$ cat src/common/smcr_pkg.sv
package smcr_pkg;

  // ----------------------------------------
  // register byte offsets
  // ----------------------------------------
  localparam logic [7:0] OFF_EEPROM_WORD = 8'ha4;
  localparam logic [7:0] OFF_DIAG_CONTROL = 8'ha8;
  localparam logic [7:0] OFF_DIAG_VALUE = 8'hac;
  localparam logic [7:0] OFF_SUBSYS_CAP = 8'hb0;
  localparam logic [7:0] OFF_SUBSYS_IDENT = 8'hb4;
  localparam logic [7:0] OFF_PIN_IO = 8'hb8;

  // ----------------------------------------
  // field values and reset values
  // ----------------------------------------
  localparam logic [15:0] EEPROM_ADDR_RESET = 16'h0000;
  localparam logic [15:0] EEPROM_DATA_RESET = 16'h0000;
  localparam logic [4:0] DIAG_MODE_LTSSM = 5'h0c;
  localparam logic [7:0] CAP_ID_SUBSYS = 8'h0d;
  localparam logic [7:0] CAP_NEXT_RESET = 8'hc0;
  localparam logic [31:0] DIAG_VALUE_RESET = 32'h00000000;
  localparam int PIN_COUNT = 4;
  localparam int PIN_FIELD = 4;
  localparam int PIN_IN_BIT = 0;
  localparam int PIN_DIR_BIT = 1;
  localparam int PIN_OUT_BIT = 2;
  localparam logic PIN_IN_RESET = 1'b1;

  // link training state flags
  localparam int LT_DETECT = 0;
  localparam int LT_CONFIG = 1;
  localparam int LT_L0 = 3;
  localparam int LT_L2 = 5;
  localparam int LT_DISABLED = 6;
  localparam int LT_LOOP_RECOV = 9;

  typedef enum logic [2:0] {
    smcr_lt_detect,
    smcr_lt_config,
    smcr_lt_l0,
    smcr_lt_l2,
    smcr_lt_disabled,
    smcr_lt_loopback,
    smcr_lt_recovery,
    smcr_lt_other
  } smcr_lt_state_t;

  typedef struct packed {
    logic [7:0] indicator_test_byte;
    logic start;
    logic [2:0] port_sel;
    logic [4:0] mode_sel;
  } smcr_diag_ctrl_t;

endpackage : smcr_pkg

$ cat src/hdl/smcr_regs.sv
`timescale 1ns/10ps
// Contract
// - registers other than capability header and identifiers only present in upstream port function
// - eeprom address bits 15:0, rw, reset zero
// - eeprom data bits 31:16, rw, reset zero
// - diag mode, port select, start; reset zero
// - diag value read-only, zero after reset
// - mode 0ch shows selected port training flags
// - capability id reads constant 0dh
// - next pointer reads c0h
// - subsystem vendor id read-only, loadable default
// - subsystem device id read-only, loadable default
// - bit 4n is pin input, resets one
// - bit 4n+1 direction, resets to input
// - bit 4n+2 output value, 4n+3 reserved
// - pins 0/1 owned by port power when pme
// - enabled pme: port power drives pin
module smcr_regs #(
  parameter int PORTS = 8,
  parameter logic [15:0] VENDOR_DEFAULT = 16'h0000,
  parameter logic [15:0] DEVICE_DEFAULT = 16'h0000
) (
  input wire logic clk_i,
  input wire logic srst_i,
  input wire logic upstream_i,
  input wire logic psel_i,
  input wire logic penable_i,
  input wire logic pwrite_i,
  input wire logic [7:0] paddr_i,
  input wire logic [31:0] pwdata_i,
  output logic [31:0] prdata_o,
  output logic pready_o,
  output logic pslverr_o,
  input wire logic ident_load_i,
  input wire logic [15:0] vendor_load_i,
  input wire logic [15:0] device_load_i,
  input wire logic [PORTS*3-1:0] lt_state_i,
  input wire logic [1:0] pme_cap_i,
  input wire logic [1:0] port_power_i,
  input wire logic [smcr_pkg::PIN_COUNT-1:0] pin_in_i,
  output logic [smcr_pkg::PIN_COUNT-1:0] pin_out_o,
  output logic [smcr_pkg::PIN_COUNT-1:0] pin_oe_n_o,
  output logic [15:0] eeprom_addr_o,
  output logic [15:0] eeprom_data_o,
  output logic [7:0] indicator_test_byte_o
);

  // ----------------------------------------
  // bus decode
  // ----------------------------------------
  logic wr_setup;
  logic hit_eeprom;
  logic hit_diag_ctrl;
  logic hit_pin;
  logic [31:0] next_rdata;
  logic next_err;

  // single-cycle access: ready rises in the access phase after setup
  assign wr_setup = psel_i && !penable_i && pwrite_i && upstream_i;
  assign hit_eeprom = paddr_i == smcr_pkg::OFF_EEPROM_WORD;
  assign hit_diag_ctrl = paddr_i == smcr_pkg::OFF_DIAG_CONTROL;
  assign hit_pin = paddr_i == smcr_pkg::OFF_PIN_IO;

  // ----------------------------------------
  // eeprom word
  // ----------------------------------------
  logic [15:0] eeprom_addr;
  logic [15:0] eeprom_data;

  always_ff @(posedge clk_i) begin
    if (srst_i) begin
      eeprom_addr <= smcr_pkg::EEPROM_ADDR_RESET;
      eeprom_data <= smcr_pkg::EEPROM_DATA_RESET;
    end else if (wr_setup && hit_eeprom) begin
      eeprom_addr <= pwdata_i[15:0];
      eeprom_data <= pwdata_i[31:16];
    end
  end

  // ----------------------------------------
  // diag control
  // ----------------------------------------
  smcr_pkg::smcr_diag_ctrl_t diag_ctrl;

  always_ff @(posedge clk_i) begin
    if (srst_i) begin
      diag_ctrl <= '0;
    end else if (wr_setup && hit_diag_ctrl) begin
      diag_ctrl.mode_sel <= pwdata_i[4:0];
      diag_ctrl.port_sel <= pwdata_i[7:5];
      diag_ctrl.start <= pwdata_i[8];
      diag_ctrl.indicator_test_byte <= pwdata_i[31:24];
    end
  end

  // ----------------------------------------
  // diag value
  // ----------------------------------------
  logic [31:0] diag_value;
  logic [31:0] next_diag_value;
  logic [2:0] sel_state;
  logic [PORTS*3+2:0] lt_padded;

  // port select beyond PORTS reads as state seven (other), which sets no flags
  assign lt_padded = {3'h0, lt_state_i};
  assign sel_state = (int'(diag_ctrl.port_sel) < PORTS) ?
                     lt_padded[diag_ctrl.port_sel*3 +: 3] : 3'h7;

  always_comb begin
    next_diag_value = smcr_pkg::DIAG_VALUE_RESET;
    if (diag_ctrl.start && diag_ctrl.mode_sel == smcr_pkg::DIAG_MODE_LTSSM) begin
      case (smcr_pkg::smcr_lt_state_t'(sel_state))
        smcr_pkg::smcr_lt_detect: next_diag_value[smcr_pkg::LT_DETECT] = 1'b1;
        smcr_pkg::smcr_lt_config: next_diag_value[smcr_pkg::LT_CONFIG] = 1'b1;
        smcr_pkg::smcr_lt_l0: next_diag_value[smcr_pkg::LT_L0] = 1'b1;
        smcr_pkg::smcr_lt_l2: next_diag_value[smcr_pkg::LT_L2] = 1'b1;
        smcr_pkg::smcr_lt_disabled: next_diag_value[smcr_pkg::LT_DISABLED] = 1'b1;
        smcr_pkg::smcr_lt_loopback: next_diag_value[smcr_pkg::LT_LOOP_RECOV] = 1'b1;
        smcr_pkg::smcr_lt_recovery: next_diag_value[smcr_pkg::LT_LOOP_RECOV] = 1'b1;
        default: next_diag_value = smcr_pkg::DIAG_VALUE_RESET;
      endcase
    end
  end

  always_ff @(posedge clk_i) begin
    if (srst_i) begin
      diag_value <= smcr_pkg::DIAG_VALUE_RESET;
    end else begin
      diag_value <= next_diag_value;
    end
  end

  // ----------------------------------------
  // subsystem identifiers
  // ----------------------------------------
  logic [15:0] vendor_ident;
  logic [15:0] device_ident;

  // loadable by autoload or sideband before software reads; bus cannot write
  always_ff @(posedge clk_i) begin
    if (srst_i) begin
      vendor_ident <= VENDOR_DEFAULT;
      device_ident <= DEVICE_DEFAULT;
    end else if (ident_load_i) begin
      vendor_ident <= vendor_load_i;
      device_ident <= device_load_i;
    end
  end

  // ----------------------------------------
  // pin control, one slice per pin
  // ----------------------------------------
  logic [smcr_pkg::PIN_COUNT-1:0] pin_meta;
  logic [smcr_pkg::PIN_COUNT-1:0] pin_sync;
  logic [smcr_pkg::PIN_COUNT-1:0] pin_dir;
  logic [smcr_pkg::PIN_COUNT-1:0] pin_val;
  logic [31:0] pin_word;

  genvar gi;
  generate
    for (gi = 0; gi < smcr_pkg::PIN_COUNT; gi = gi + 1) begin : g_pin
      logic owned;
      // only pins 0 and 1 can be taken by a port's power control
      if (gi < 2) begin : g_pme
        assign owned = pme_cap_i[gi];
      end else begin : g_free
        assign owned = 1'b0;
      end

      always_ff @(posedge clk_i) begin
        if (srst_i) begin
          pin_meta[gi] <= smcr_pkg::PIN_IN_RESET;
          pin_sync[gi] <= smcr_pkg::PIN_IN_RESET;
        end else begin
          pin_meta[gi] <= pin_in_i[gi];
          pin_sync[gi] <= pin_meta[gi];
        end
      end

      always_ff @(posedge clk_i) begin
        if (srst_i) begin
          pin_dir[gi] <= 1'b0;
          pin_val[gi] <= 1'b0;
        end else if (wr_setup && hit_pin) begin
          pin_dir[gi] <= pwdata_i[gi*smcr_pkg::PIN_FIELD + smcr_pkg::PIN_DIR_BIT];
          pin_val[gi] <= pwdata_i[gi*smcr_pkg::PIN_FIELD + smcr_pkg::PIN_OUT_BIT];
        end
      end

      always_ff @(posedge clk_i) begin
        if (srst_i) begin
          pin_out_o[gi] <= 1'b0;
          pin_oe_n_o[gi] <= 1'b1;
        end else if (owned && gi < 2) begin
          pin_out_o[gi] <= port_power_i[gi % 2];
          pin_oe_n_o[gi] <= 1'b0;
        end else begin
          pin_out_o[gi] <= pin_val[gi];
          pin_oe_n_o[gi] <= ~pin_dir[gi];
        end
      end

      assign pin_word[gi*smcr_pkg::PIN_FIELD +: smcr_pkg::PIN_FIELD] =
        {1'b0, pin_val[gi], pin_dir[gi], pin_sync[gi]};
    end
  endgenerate

  assign pin_word[31:smcr_pkg::PIN_COUNT*smcr_pkg::PIN_FIELD] = '0;

  // ----------------------------------------
  // read mux and answer
  // ----------------------------------------
  always_comb begin
    next_rdata = 32'h00000000;
    next_err = 1'b0;
    // capability header and identifiers stay visible in every port function
    if (paddr_i == smcr_pkg::OFF_SUBSYS_CAP) begin
      next_rdata = {16'h0000, smcr_pkg::CAP_NEXT_RESET, smcr_pkg::CAP_ID_SUBSYS};
    end else if (paddr_i == smcr_pkg::OFF_SUBSYS_IDENT) begin
      next_rdata = {device_ident, vendor_ident};
    end else if (!upstream_i) begin
      next_err = 1'b0;
    end else if (paddr_i == smcr_pkg::OFF_EEPROM_WORD) begin
      next_rdata = {eeprom_data, eeprom_addr};
    end else if (paddr_i == smcr_pkg::OFF_DIAG_CONTROL) begin
      next_rdata = {23'h000000, diag_ctrl.start, diag_ctrl.port_sel, diag_ctrl.mode_sel};
    end else if (paddr_i == smcr_pkg::OFF_DIAG_VALUE) begin
      next_rdata = diag_value;
    end else if (paddr_i == smcr_pkg::OFF_PIN_IO) begin
      next_rdata = pin_word;
    end else begin
      next_err = 1'b1;
    end
  end

  always_ff @(posedge clk_i) begin
    if (srst_i) begin
      pready_o <= 1'b0;
      prdata_o <= 32'h00000000;
      pslverr_o <= 1'b0;
    end else begin
      pready_o <= psel_i && !penable_i;
      prdata_o <= (psel_i && !penable_i && !pwrite_i) ? next_rdata : 32'h00000000;
      pslverr_o <= psel_i && !penable_i && next_err;
    end
  end

  // ----------------------------------------
  // outputs to the eeprom engine
  // ----------------------------------------
  // engine launches from the control word; address and data loaded first
  always_ff @(posedge clk_i) begin
    if (srst_i) begin
      eeprom_addr_o <= smcr_pkg::EEPROM_ADDR_RESET;
      eeprom_data_o <= smcr_pkg::EEPROM_DATA_RESET;
      indicator_test_byte_o <= 8'h00;
    end else begin
      eeprom_addr_o <= eeprom_addr;
      eeprom_data_o <= eeprom_data;
      indicator_test_byte_o <= diag_ctrl.indicator_test_byte;
    end
  end

endmodule : smcr_regs

$ cat config.mk
export PLATFORM = sky130hd
export DESIGN_NAME = smcr_regs
export DESIGN_NICKNAME = d
export VERILOG_FILES = /design/src/common/smcr_pkg.sv /design/src/hdl/smcr_regs.sv
export SDC_FILE = /design/constraint.sdc
export NUM_CORES = 1
export LEC_CHECK = 0
export BUFFER_PORTS_ARGS = -buffer_cell sky130_fd_sc_hd__buf_2
export CAP_MARGIN = 20
export CORE_ASPECT_RATIO = 0.7
export CORE_MARGIN = 5
export CORE_UTILIZATION = 25
export CTS_BUF_LIST = sky130_fd_sc_hd__clkbuf_16
export DETAILED_ROUTE_END_ITERATION = 8
export PLACE_DENSITY_LB_ADDON = 0.12
export SLEW_MARGIN = 20
export SYNTH_ARGS = -nofsm -noshare
export SYNTH_HDL_FRONTEND = slang
export SYNTH_SLANG_ARGS = --single-unit
export TNS_END_PERCENT = 50
$ cat constraint.sdc
create_clock -name clk_i -period 3.7 [get_ports clk_i]
set_input_delay 0.185 -clock clk_i [delete_from_list [all_inputs] [get_ports clk_i]]
set_output_delay 0.185 -clock clk_i [all_outputs]
set_load 0.005 [all_outputs]
==> results.toml, run 1 <==
[detailed_routing]
drtPass1Iterations = 4
via_per_inst = 4.24
drt_wl_total_mm = 21.7
num_vias = 5467
drc = 0
drt_iter0_markers = 228
wl_per_cell_um = 16.8
ant_nets = 0

[clock_tree]
clk_pin_slew_ps = 70
root_buffer = "clkbuf_16"
clk_latency_ps = 430
cts_tree = "yes"
cts_buffers = 17
cts_max_level = 4
postCtsSetupBuffers = 0
clock_sinks = 185
clk_path_buf_depth = 2

[sta]
relSlewSlack_pct = 39.4
fmax_ghz = 0.480
fin_crit_sh_pct = 56.3
setup_viol = 0
rsz0062_at_grt = "no"
tightest_slew_ps = 909
layout_setup_ws_ps = 1620
drv_slew = 0
finalClockSkew_ps = 9.82
hold_viol = 0
final.min_clock_period_ps = 2080
final.setup.tns_ps = 0

[power]
switchingPower_uw = 949
p_int_uw = 3080
pwr-share-comb_pct = 6.4
peakVddDrop_mv = 0.310
power_density_mw_per_mm2 = 437
power.leakage_uw = 0.00376
p_sw_share_pct = 23.6
p_clk_share_pct = 43.1
p_seq_share_pct = 50.4

[synthesis]
ys_ff_latch = 185
synth_area_leaders = "dfxtp_1, mux2i_1, nor2_1"
synthArstFlopShare_pct = 0
synth_top_area_share_pct = 55.2
syn_avg_cell_area_um2 = 9.94
syn_nets = 786
synth-seq-area-share_pct = 55.2
synth-edff-count = 0
syn_area_mm2 = 0.00671
synth_flop_cell = "dfxtp_1"
yosys.area.top_type = "dfxtp_1"
synthDistinctLibCells = 49
synth.top_cells.by_count = "dfxtp_1, nor2_1, mux2i_1, nand2_1, nor2b_1"
ys_warn_count = 0
synth.most_common_cell = "dfxtp_1"
syn_inst = 675

[global_route]
grt_pass1_wl_mm = 33.6
grt_pass1_vias = 5609
antenna_found_initial = 0
grt_overflow = 0
grtUsageTotal_pct = 14.5
grt_max_degree = 87

[floorplanning]
start_util_pct = 25.2
die_h_um = 147
die_w_um = 206
ios = 193
die_area_mm2 = 0.0303
core_area_mm2 = 0.0266
num_rows = 50

[placement]
post-place-ws_ps = 1170
gp_congestion = 0.706
place_hpwl_mm = 15.3
io_buffers = 192

[final_layout]
fin_nets = 1024
diodes = 0
drive_gt1_share_pct = 29.9
num-fill-cells = 2785
area_delta_synth_final_pct = 37.1
fin_util_pct = 34.6

[setup_path]
path_delay_family = "buffers and inverters"
rrSetupSlack_ps = 1800
crit_path_max_fanout = 6
worst_ep_arrival_time_ps = 2340
slowest_delay_ps = 640
cp_cell_sequence = "dlygate4sd3_1, buf_2, nor4b_1, buf_4, nand4_1, o32ai_1"
crit_type = "primary input to flip-flop"
start_kind = "primary input"
timing.critical_path.required_ps = 3960
path_buf_inv = 3
critPathCaptureType = "flip-flop"
cpMaxStageDelayCell = "o32ai_1"

[status]
outcome = "complete, no violations"

[run]
cap_violations = 0

[worst_hold_path]
hp-class = "primary input to flip-flop"
-- worst min-delay path, cell delays in order --
cell and delay, ps:
buf_2 90, mux2i_1 60, nor2_1 90
-- worst paths after layout --
kind / start / end / cells after the start
worst max register to register: diag_ctrl[6] / diag_value[9] / 4
worst min-delay path: vendor_load_i[7] / vendor_ident[7] / 3
worst max-delay path: penable_i / prdata_o[2] / 6
worst min register to register: pin_meta[3] / pin_sync[3] / 1
-- power groups by stage --
| stage | registers (µW) | clock network, µW | logic, µW |
|---|---|---|---|
| after CTS | 2030 | 1820 | 264 |
| final | 2030 | 1740 | 259 |
| after floorplan | 2070 | 0 | 106 |
| after global routing | 2030 | 1900 | 289 |
| after global placement | 2080 | 0 | 211 |
| after detailed placement | 2080 | 0 | 212 |
-- what timing repair did --
item,in CTS,in global routing
hold buffers,61,0
endpoints found under the setup margin,0,0
endpoints found under the hold margin,64,0
gates resized for setup,0,0
-- area by class of cell --
type / instances / area [µm²] / area share (%)
Sequential cell: 185 / 3700 / 40.2
Multi-Input combinational cell: 441 / 2820 / 30.6
Timing Repair Buffer: 265 / 1660 / 18.1
Tap cell: 364 / 455 / 4.95
Clock buffer: 17 / 425 / 4.62
Clock inverter: 15 / 128 / 1.39
Inverter: 3 / 11.3 / 0.122
-- state kept, by name, summed over array words and instances (netlist names) --
register,cells
eeprom_data_o,16
prdata_o,32
device_ident,16
indicator_test_byte_o,8
pready_o,1
diag_ctrl,17
pin_meta,4
eeprom_addr_o,16
eeprom_addr,16
pin_oe_n_o,4
pslverr_o,1
pin_out_o,4
eeprom_data,16
diag_value,6
pin_dir,4
vendor_ident,16
pin_sync,4
pin_val,4
-- kinds of logic after synthesis --
kind of cell	share of synthesized area, %
AOI/OAI and AO/OA	8.97
muxes	12.1
DFF	55.2
and+or+nand+nor	20.3
buffers and inverters	3.41
-- layout by cell type (no fill, tap or decap), drive strengths merged, types with 5 or more instances in the layout --
cell type / count
dlygate4sd3: 61
nand2b: 9
nand2: 83
nor3: 6
o2bb2ai: 6
a21oi: 36
dfxtp: 185
clkinv: 9
clkbuf: 17
mux2i: 70
o21ai: 6
nand3: 5
buf: 204
a22oi: 28
inv: 5
nor2b: 46
or2: 9
nor2: 92
-- per-layer routing --
metal / share of wire, % / vias up / track usage (%)
met5: 0 / - / 0
met4: 0.67 / 0 / 2.69
met3: 5.0 / 10 / 3.64
met2: 45 / 111 / 22.3
met1: 50 / 2591 / 20.9
li1: - / 2755 / -
-- metrics by stage --
stage               instances  total power [µW]  area, µm²  hold WS [ps]
finish                   1290              4020       9200          21.9
global route             1290              4220       9200          13.8
CTS                      1290              4110       9200          3.04
detailed placement       1197              2290       8040           372
global placement         1197              2290       8040           370
floorplan                 675              2180       6710           276
Note: power is estimated with default switching activity, not from simulation.
==> inputs of run 2 (changes only) <==
clock period = 1.95 ns   (was 3.7 ns; I/O delays follow)
==> run 2 against run 1 <==
  * Sequential share of layout area is 1.6 points lower
  * Flip-flop and latch count did not move
  * Critical path depth grew 1
  * Via count is 2.9% higher
  * Largest power group unchanged
  * Utilization increased by 1.5 points
  * Worst setup slack lost 1500 ps
  * Clock-buffer cell count unchanged
  * Global-route usage is 0.31 points higher
  * Non-clock buffer count grew 37
==> results.toml, run 2 (synthesized netlist as in run 1, its figures left out) <==
[status]
outcome = "complete, no violations"

[floorplanning]
die_area_mm2 = 0.0303
start_util_pct = 25.2
ios = 193
die_h_um = 147
core_area_mm2 = 0.0266
die_w_um = 206
num_rows = 50

[final_layout]
fin_nets = 1061
layout_commonest_cell = "buf_2"
final_cell_mix = "buf_2, dfxtp_1, nor2_1, dlygate4sd3_1, mux2i_1"
area_delta_synth_final_pct = 42.9
final_cells = 1327
top_register = "prdata_o"
drive_gt1_share_pct = 30.7
largest_reg_flops = 32
reg_top3 = "prdata_o: 32 flops, diag_ctrl: 17 flops"
fin_util_pct = 36.1

[sta]
rsz0062_at_grt = "no"
final.setup.tns_ps = 0
layout_setup_ws_ps = 150
setup_viol = 0
fmax_ghz = 0.556
finalClockSkew_ps = 6.75
tightest_slew_ps = 689
final.min_clock_period_ps = 1800
fin_crit_sh_pct = 92.3
hold_viol = 0
relSlewSlack_pct = 54.0
drv_slew = 0

[setup_path]
critPathCaptureType = "flip-flop"
start_kind = "primary input"
timing.critical_path.required_ps = 2240
slowest_delay_ps = 530
crit_path_max_fanout = 13
ff2ff_path_depth = 4
worstReg2RegStart = "diag_ctrl[6]"
cpMaxStageDelayCell = "dlygate4sd3_1"
crit_type = "primary input to flip-flop"
cp_cell_sequence = "dlygate4sd3_1, buf_2, nand3b_1, nor4_2, buf_6, mux2i_1, nor2_1"
worst_ep_arrival_time_ps = 2090
rrSetupSlack_ps = 290
worstReg2RegEnd = "diag_value[9]"

[detailed_routing]
wl_per_cell_um = 16.7
via_per_inst = 4.24
ant_nets = 0
drt_iter0_markers = 267
drtPass1Iterations = 5
drc = 0
num_vias = 5624
drt_wl_total_mm = 22.2

[worst_hold_path]
hold_depth = 4
min-delay-start = "psel_i"
min_to = "pslverr_o"
hp-class = "primary input to flip-flop"

[global_route]
grt_overflow = 0
grt_max_degree = 63
grt_pass1_vias = 5857
grtUsageTotal_pct = 14.8
antenna_found_initial = 3
grt_pass1_wl_mm = 34.4

[run]
cap_violations = 0

[clock_tree]
clk_latency_ps = 430
clock_sinks = 185
root_buffer = "clkbuf_16"
cts_tree = "yes"
postCtsSetupBuffers = 0
cts_buffers = 17
cts_max_level = 4
clk_pin_slew_ps = 70
clk_path_buf_depth = 2

[placement]
dp.cells = 1219
gp_congestion = 0.735
place_hpwl_mm = 15.9
post-place-ws_ps = 45.9
io_buffers = 192

[power]
power.leakage_uw = 0.00396
peakVddDrop_mv = 0.571
switchingPower_uw = 1780
p_int_uw = 5980
p_clk_share_pct = 43.4
power_density_mw_per_mm2 = 809
pwr-share-comb_pct = 6.9
p_sw_share_pct = 22.9
p_seq_share_pct = 49.6
power_uw = 7760
==> run 2: worst max path at each step <==
stage	startpoint	end	slack, ps	cells after the start
after floorplan	paddr_i[1]	eeprom_addr[0]	160	7
after global placement	paddr_i[3]	prdata_o[2]	10	8
after detailed placement	paddr_i[3]	prdata_o[2]	50	8
after CTS	penable_i	diag_ctrl[13]	90	7
after global routing	penable_i	diag_ctrl[3]	10	7
final	penable_i	diag_ctrl[13]	150	7
==> run 2: layer usage <==
metal | global-route usage [%] | vias to the layer above | wire [µm]
li1 | - | 2823 | -
met3 | 4.13 | 18 | 1090
met1 | 20.9 | 2668 | 11000
met4 | 2.96 | 4 | 193
met5 | 0 | - | 23
met2 | 22.9 | 111 | 9900
==> run 2: what timing repair did <==
item	4_1_cts	5_1_grt
hold endpoints to repair	100	0
hold buffers	76	0
endpoints found under the setup margin	0	12
gates resized for setup	0	2
==> run 2: area by class of cell <==
class / count / area, µm²
sequential: 185 / 3700
multi-input combinational: 441 / 2820
timing repair buffer: 302 / 2050
fill: 2764 / 17000
clock buffer: 17 / 425
tap: 364 / 455
antenna: 1 / 2.50
clock inverter: 14 / 133
inverter: 3 / 11.3
==> run 2: worst max-delay path, delay by kind of cell <==
kind | cells | cell delay (ps)
buffers and inverters | 3 | 940
AND/OR/NAND/NOR | 3 | 810
multiplexers | 1 | 230
==> run 2: power groups by stage <==
stage	sequential [µW]	combinational (µW)	clock, µW
2_1_floorplan	3930	200	0
5_1_grt	3860	590	3680
4_1_cts	3850	547	3500
3_3_place_gp	3940	421	0
6_report	3850	538	3370
3_5_place_dp	3940	422	0
==> run 2: per-stage QoR <==
step	hold slack, ps	instance area [µm²]
2_1_floorplan	188	6710
3_3_place_gp	283	8270
3_5_place_dp	287	8270
4_1_cts	99.6	9590
5_1_grt	112	9590
6_report	114	9590
==> inputs of run 3 (changes only) <==
CTS_BUF_LIST = unset   (was sky130_fd_sc_hd__clkbuf_16)
==> run 3 against run 2 <==
  * Clock skew is essentially flat
  * Sequential power is essentially flat
  * Register-to-register slack is essentially flat
  * Non-clock buffer count is the same
  * Sequential share of layout area shrank 0.20 points
  * Wire length is essentially flat
  * Global-route usage is essentially flat
  * Flip-flop and latch count is the same
  * Worst hold slack is essentially flat
  * Utilization grew 0.19 points
  * First-iteration DRC count shrank 0.37%
  * Cell area grew 0.52%
  * Largest cell class unchanged
==> results.toml, run 3 (synthesized netlist as in run 1, its figures left out) <==
[status]
outcome = "complete, no violations"

[detailed_routing]
drc = 0
drt_iter0_markers = 266
drtPass1Iterations = 4
wl_per_cell_um = 16.7
drt_wl_total_mm = 22.2
ant_nets = 0
via_per_inst = 4.23
num_vias = 5614

[power]
peakVddDrop_mv = 0.568
power_uw = 7970
power_density_mw_per_mm2 = 827
power.leakage_uw = 0.00398

[final_layout]
layout_commonest_cell = "buf_2"
fin_area_mm2 = 0.00964
final_cell_mix = "buf_2, dfxtp_1, nor2_1, dlygate4sd3_1, mux2i_1"
drive_gt1_share_pct = 31.2
largest_reg_flops = 32
reg_top3 = "prdata_o: 32 flops, diag_ctrl: 17 flops"
final_cells = 1327
fin_nets = 1061
top_register = "prdata_o"
area_delta_synth_final_pct = 43.7

[global_route]
grt_max_degree = 63
grt_util_met1_pct = 20.8
grt.met2_usage_pct = 22.9
met3_usage_pct = 4.13
grt_pass1_wl_mm = 34.4
grt_overflow = 0
top_usage_layer = "met2"
grtUsageTotal_pct = 14.8
grt_pass1_vias = 5851
antenna_found_initial = 3

[setup_path]
start_kind = "primary input"
worst_ep_arrival_time_ps = 2050
crit_type = "primary input to flip-flop"
crit_path_max_fanout = 13
timing.critical_path.required_ps = 2230
critPathCaptureType = "flip-flop"

[clock_tree]
clk_latency_ps = 430
postCtsSetupBuffers = 0
cts_buffers = 17
cts_max_level = 4
clock_sinks = 185
cts_tree = "yes"
clk_pin_slew_ps = 70
clk_path_buf_depth = 2
root_buffer = "clkbuf_16"

[sta]
final.min_clock_period_ps = 1770
fmax_ghz = 0.565
setup_viol = 0
fin_hold_ws_ps = 114
relSlewSlack_pct = 53.9
drv_slew = 0
final.setup.tns_ps = 0
finalClockSkew_ps = 7.09
rsz0062_at_grt = "no"
hold_viol = 0
fin_crit_sh_pct = 90.8
tightest_slew_ps = 692

[floorplanning]
die_h_um = 147
num_rows = 50
start_util_pct = 25.2
ios = 193
die_area_mm2 = 0.0303
core_area_mm2 = 0.0266
die_w_um = 206

[placement]
io_buffers = 192
dpl-instance-area_mm2 = 0.00827
gp_congestion = 0.735
place_hpwl_mm = 15.9
dp.cells = 1219

[run]
cap_violations = 0

[worst_hold_path]
hp-class = "primary input to flip-flop"
==> run 3: what timing repair did <==
| item | 4_1_cts | 5_1_grt |
|---|---|---|
| setup endpoints to repair | 0 | 12 |
| hold endpoints to repair | 100 | 0 |
| hold buffers | 76 | 0 |
| gates resized for setup | 0 | 2 |
==> run 3: cell type report <==
class	count	area, µm²
Tap cell	364	455
Clock inverter	8	110
Sequential cell	185	3700
Clock buffer	23	498
Antenna cell	1	2.50
Timing Repair Buffer	302	2050
Inverter	3	11.3
Multi-Input combinational cell	441	2820
Fill cell	2752	16900
==> run 3: worst max-delay path, cell delays in order <==
cell,delay (ps)
dlygate4sd3_1,530
buf_2,130
nand3b_1,320
nor4_2,430
buf_6,280
mux2i_1,200
nor2_1,50
==> run 3: final timing paths <==
path	slack, ps	from	cells after the start	endpoint
worst max-delay path	180	penable_i	7	diag_ctrl[3]
worst min-delay path	110	psel_i	4	pslverr_o
worst max register to register	290	diag_ctrl[6]	4	diag_value[9]
worst min register to register	410	pin_meta[3]	1	pin_sync[3]
==> run 3: power breakdown <==
| group | leakage [µW] | total [µW] | internal [µW] | switching, µW |
|---|---|---|---|---|
| sequential | 0.00150 | 3850 | 3830 | 22.5 |
| combinational | 0.00219 | 537 | 285 | 252 |
| clock | 0.000292 | 3580 | 2070 | 1510 |
| total | 0.00398 | 7970 | 6180 | 1790 |
==> run 3: layer usage <==
layer  up-vias  share of wire, %
met4         4              0.71
li1       2831                 -
met2       108                45
met5         -              0.10
met1      2655                49
met3        16               5.2
==> run 3: through the flow <==
stage / setup slack (ps) / utilization (%)
floorplan: 155 / -
global route: 11.7 / 36.3
global placement: 14.0 / 31.1
finish: 180 / 36.3
CTS: 87.8 / 36.2
detailed placement: 45.9 / 31.1
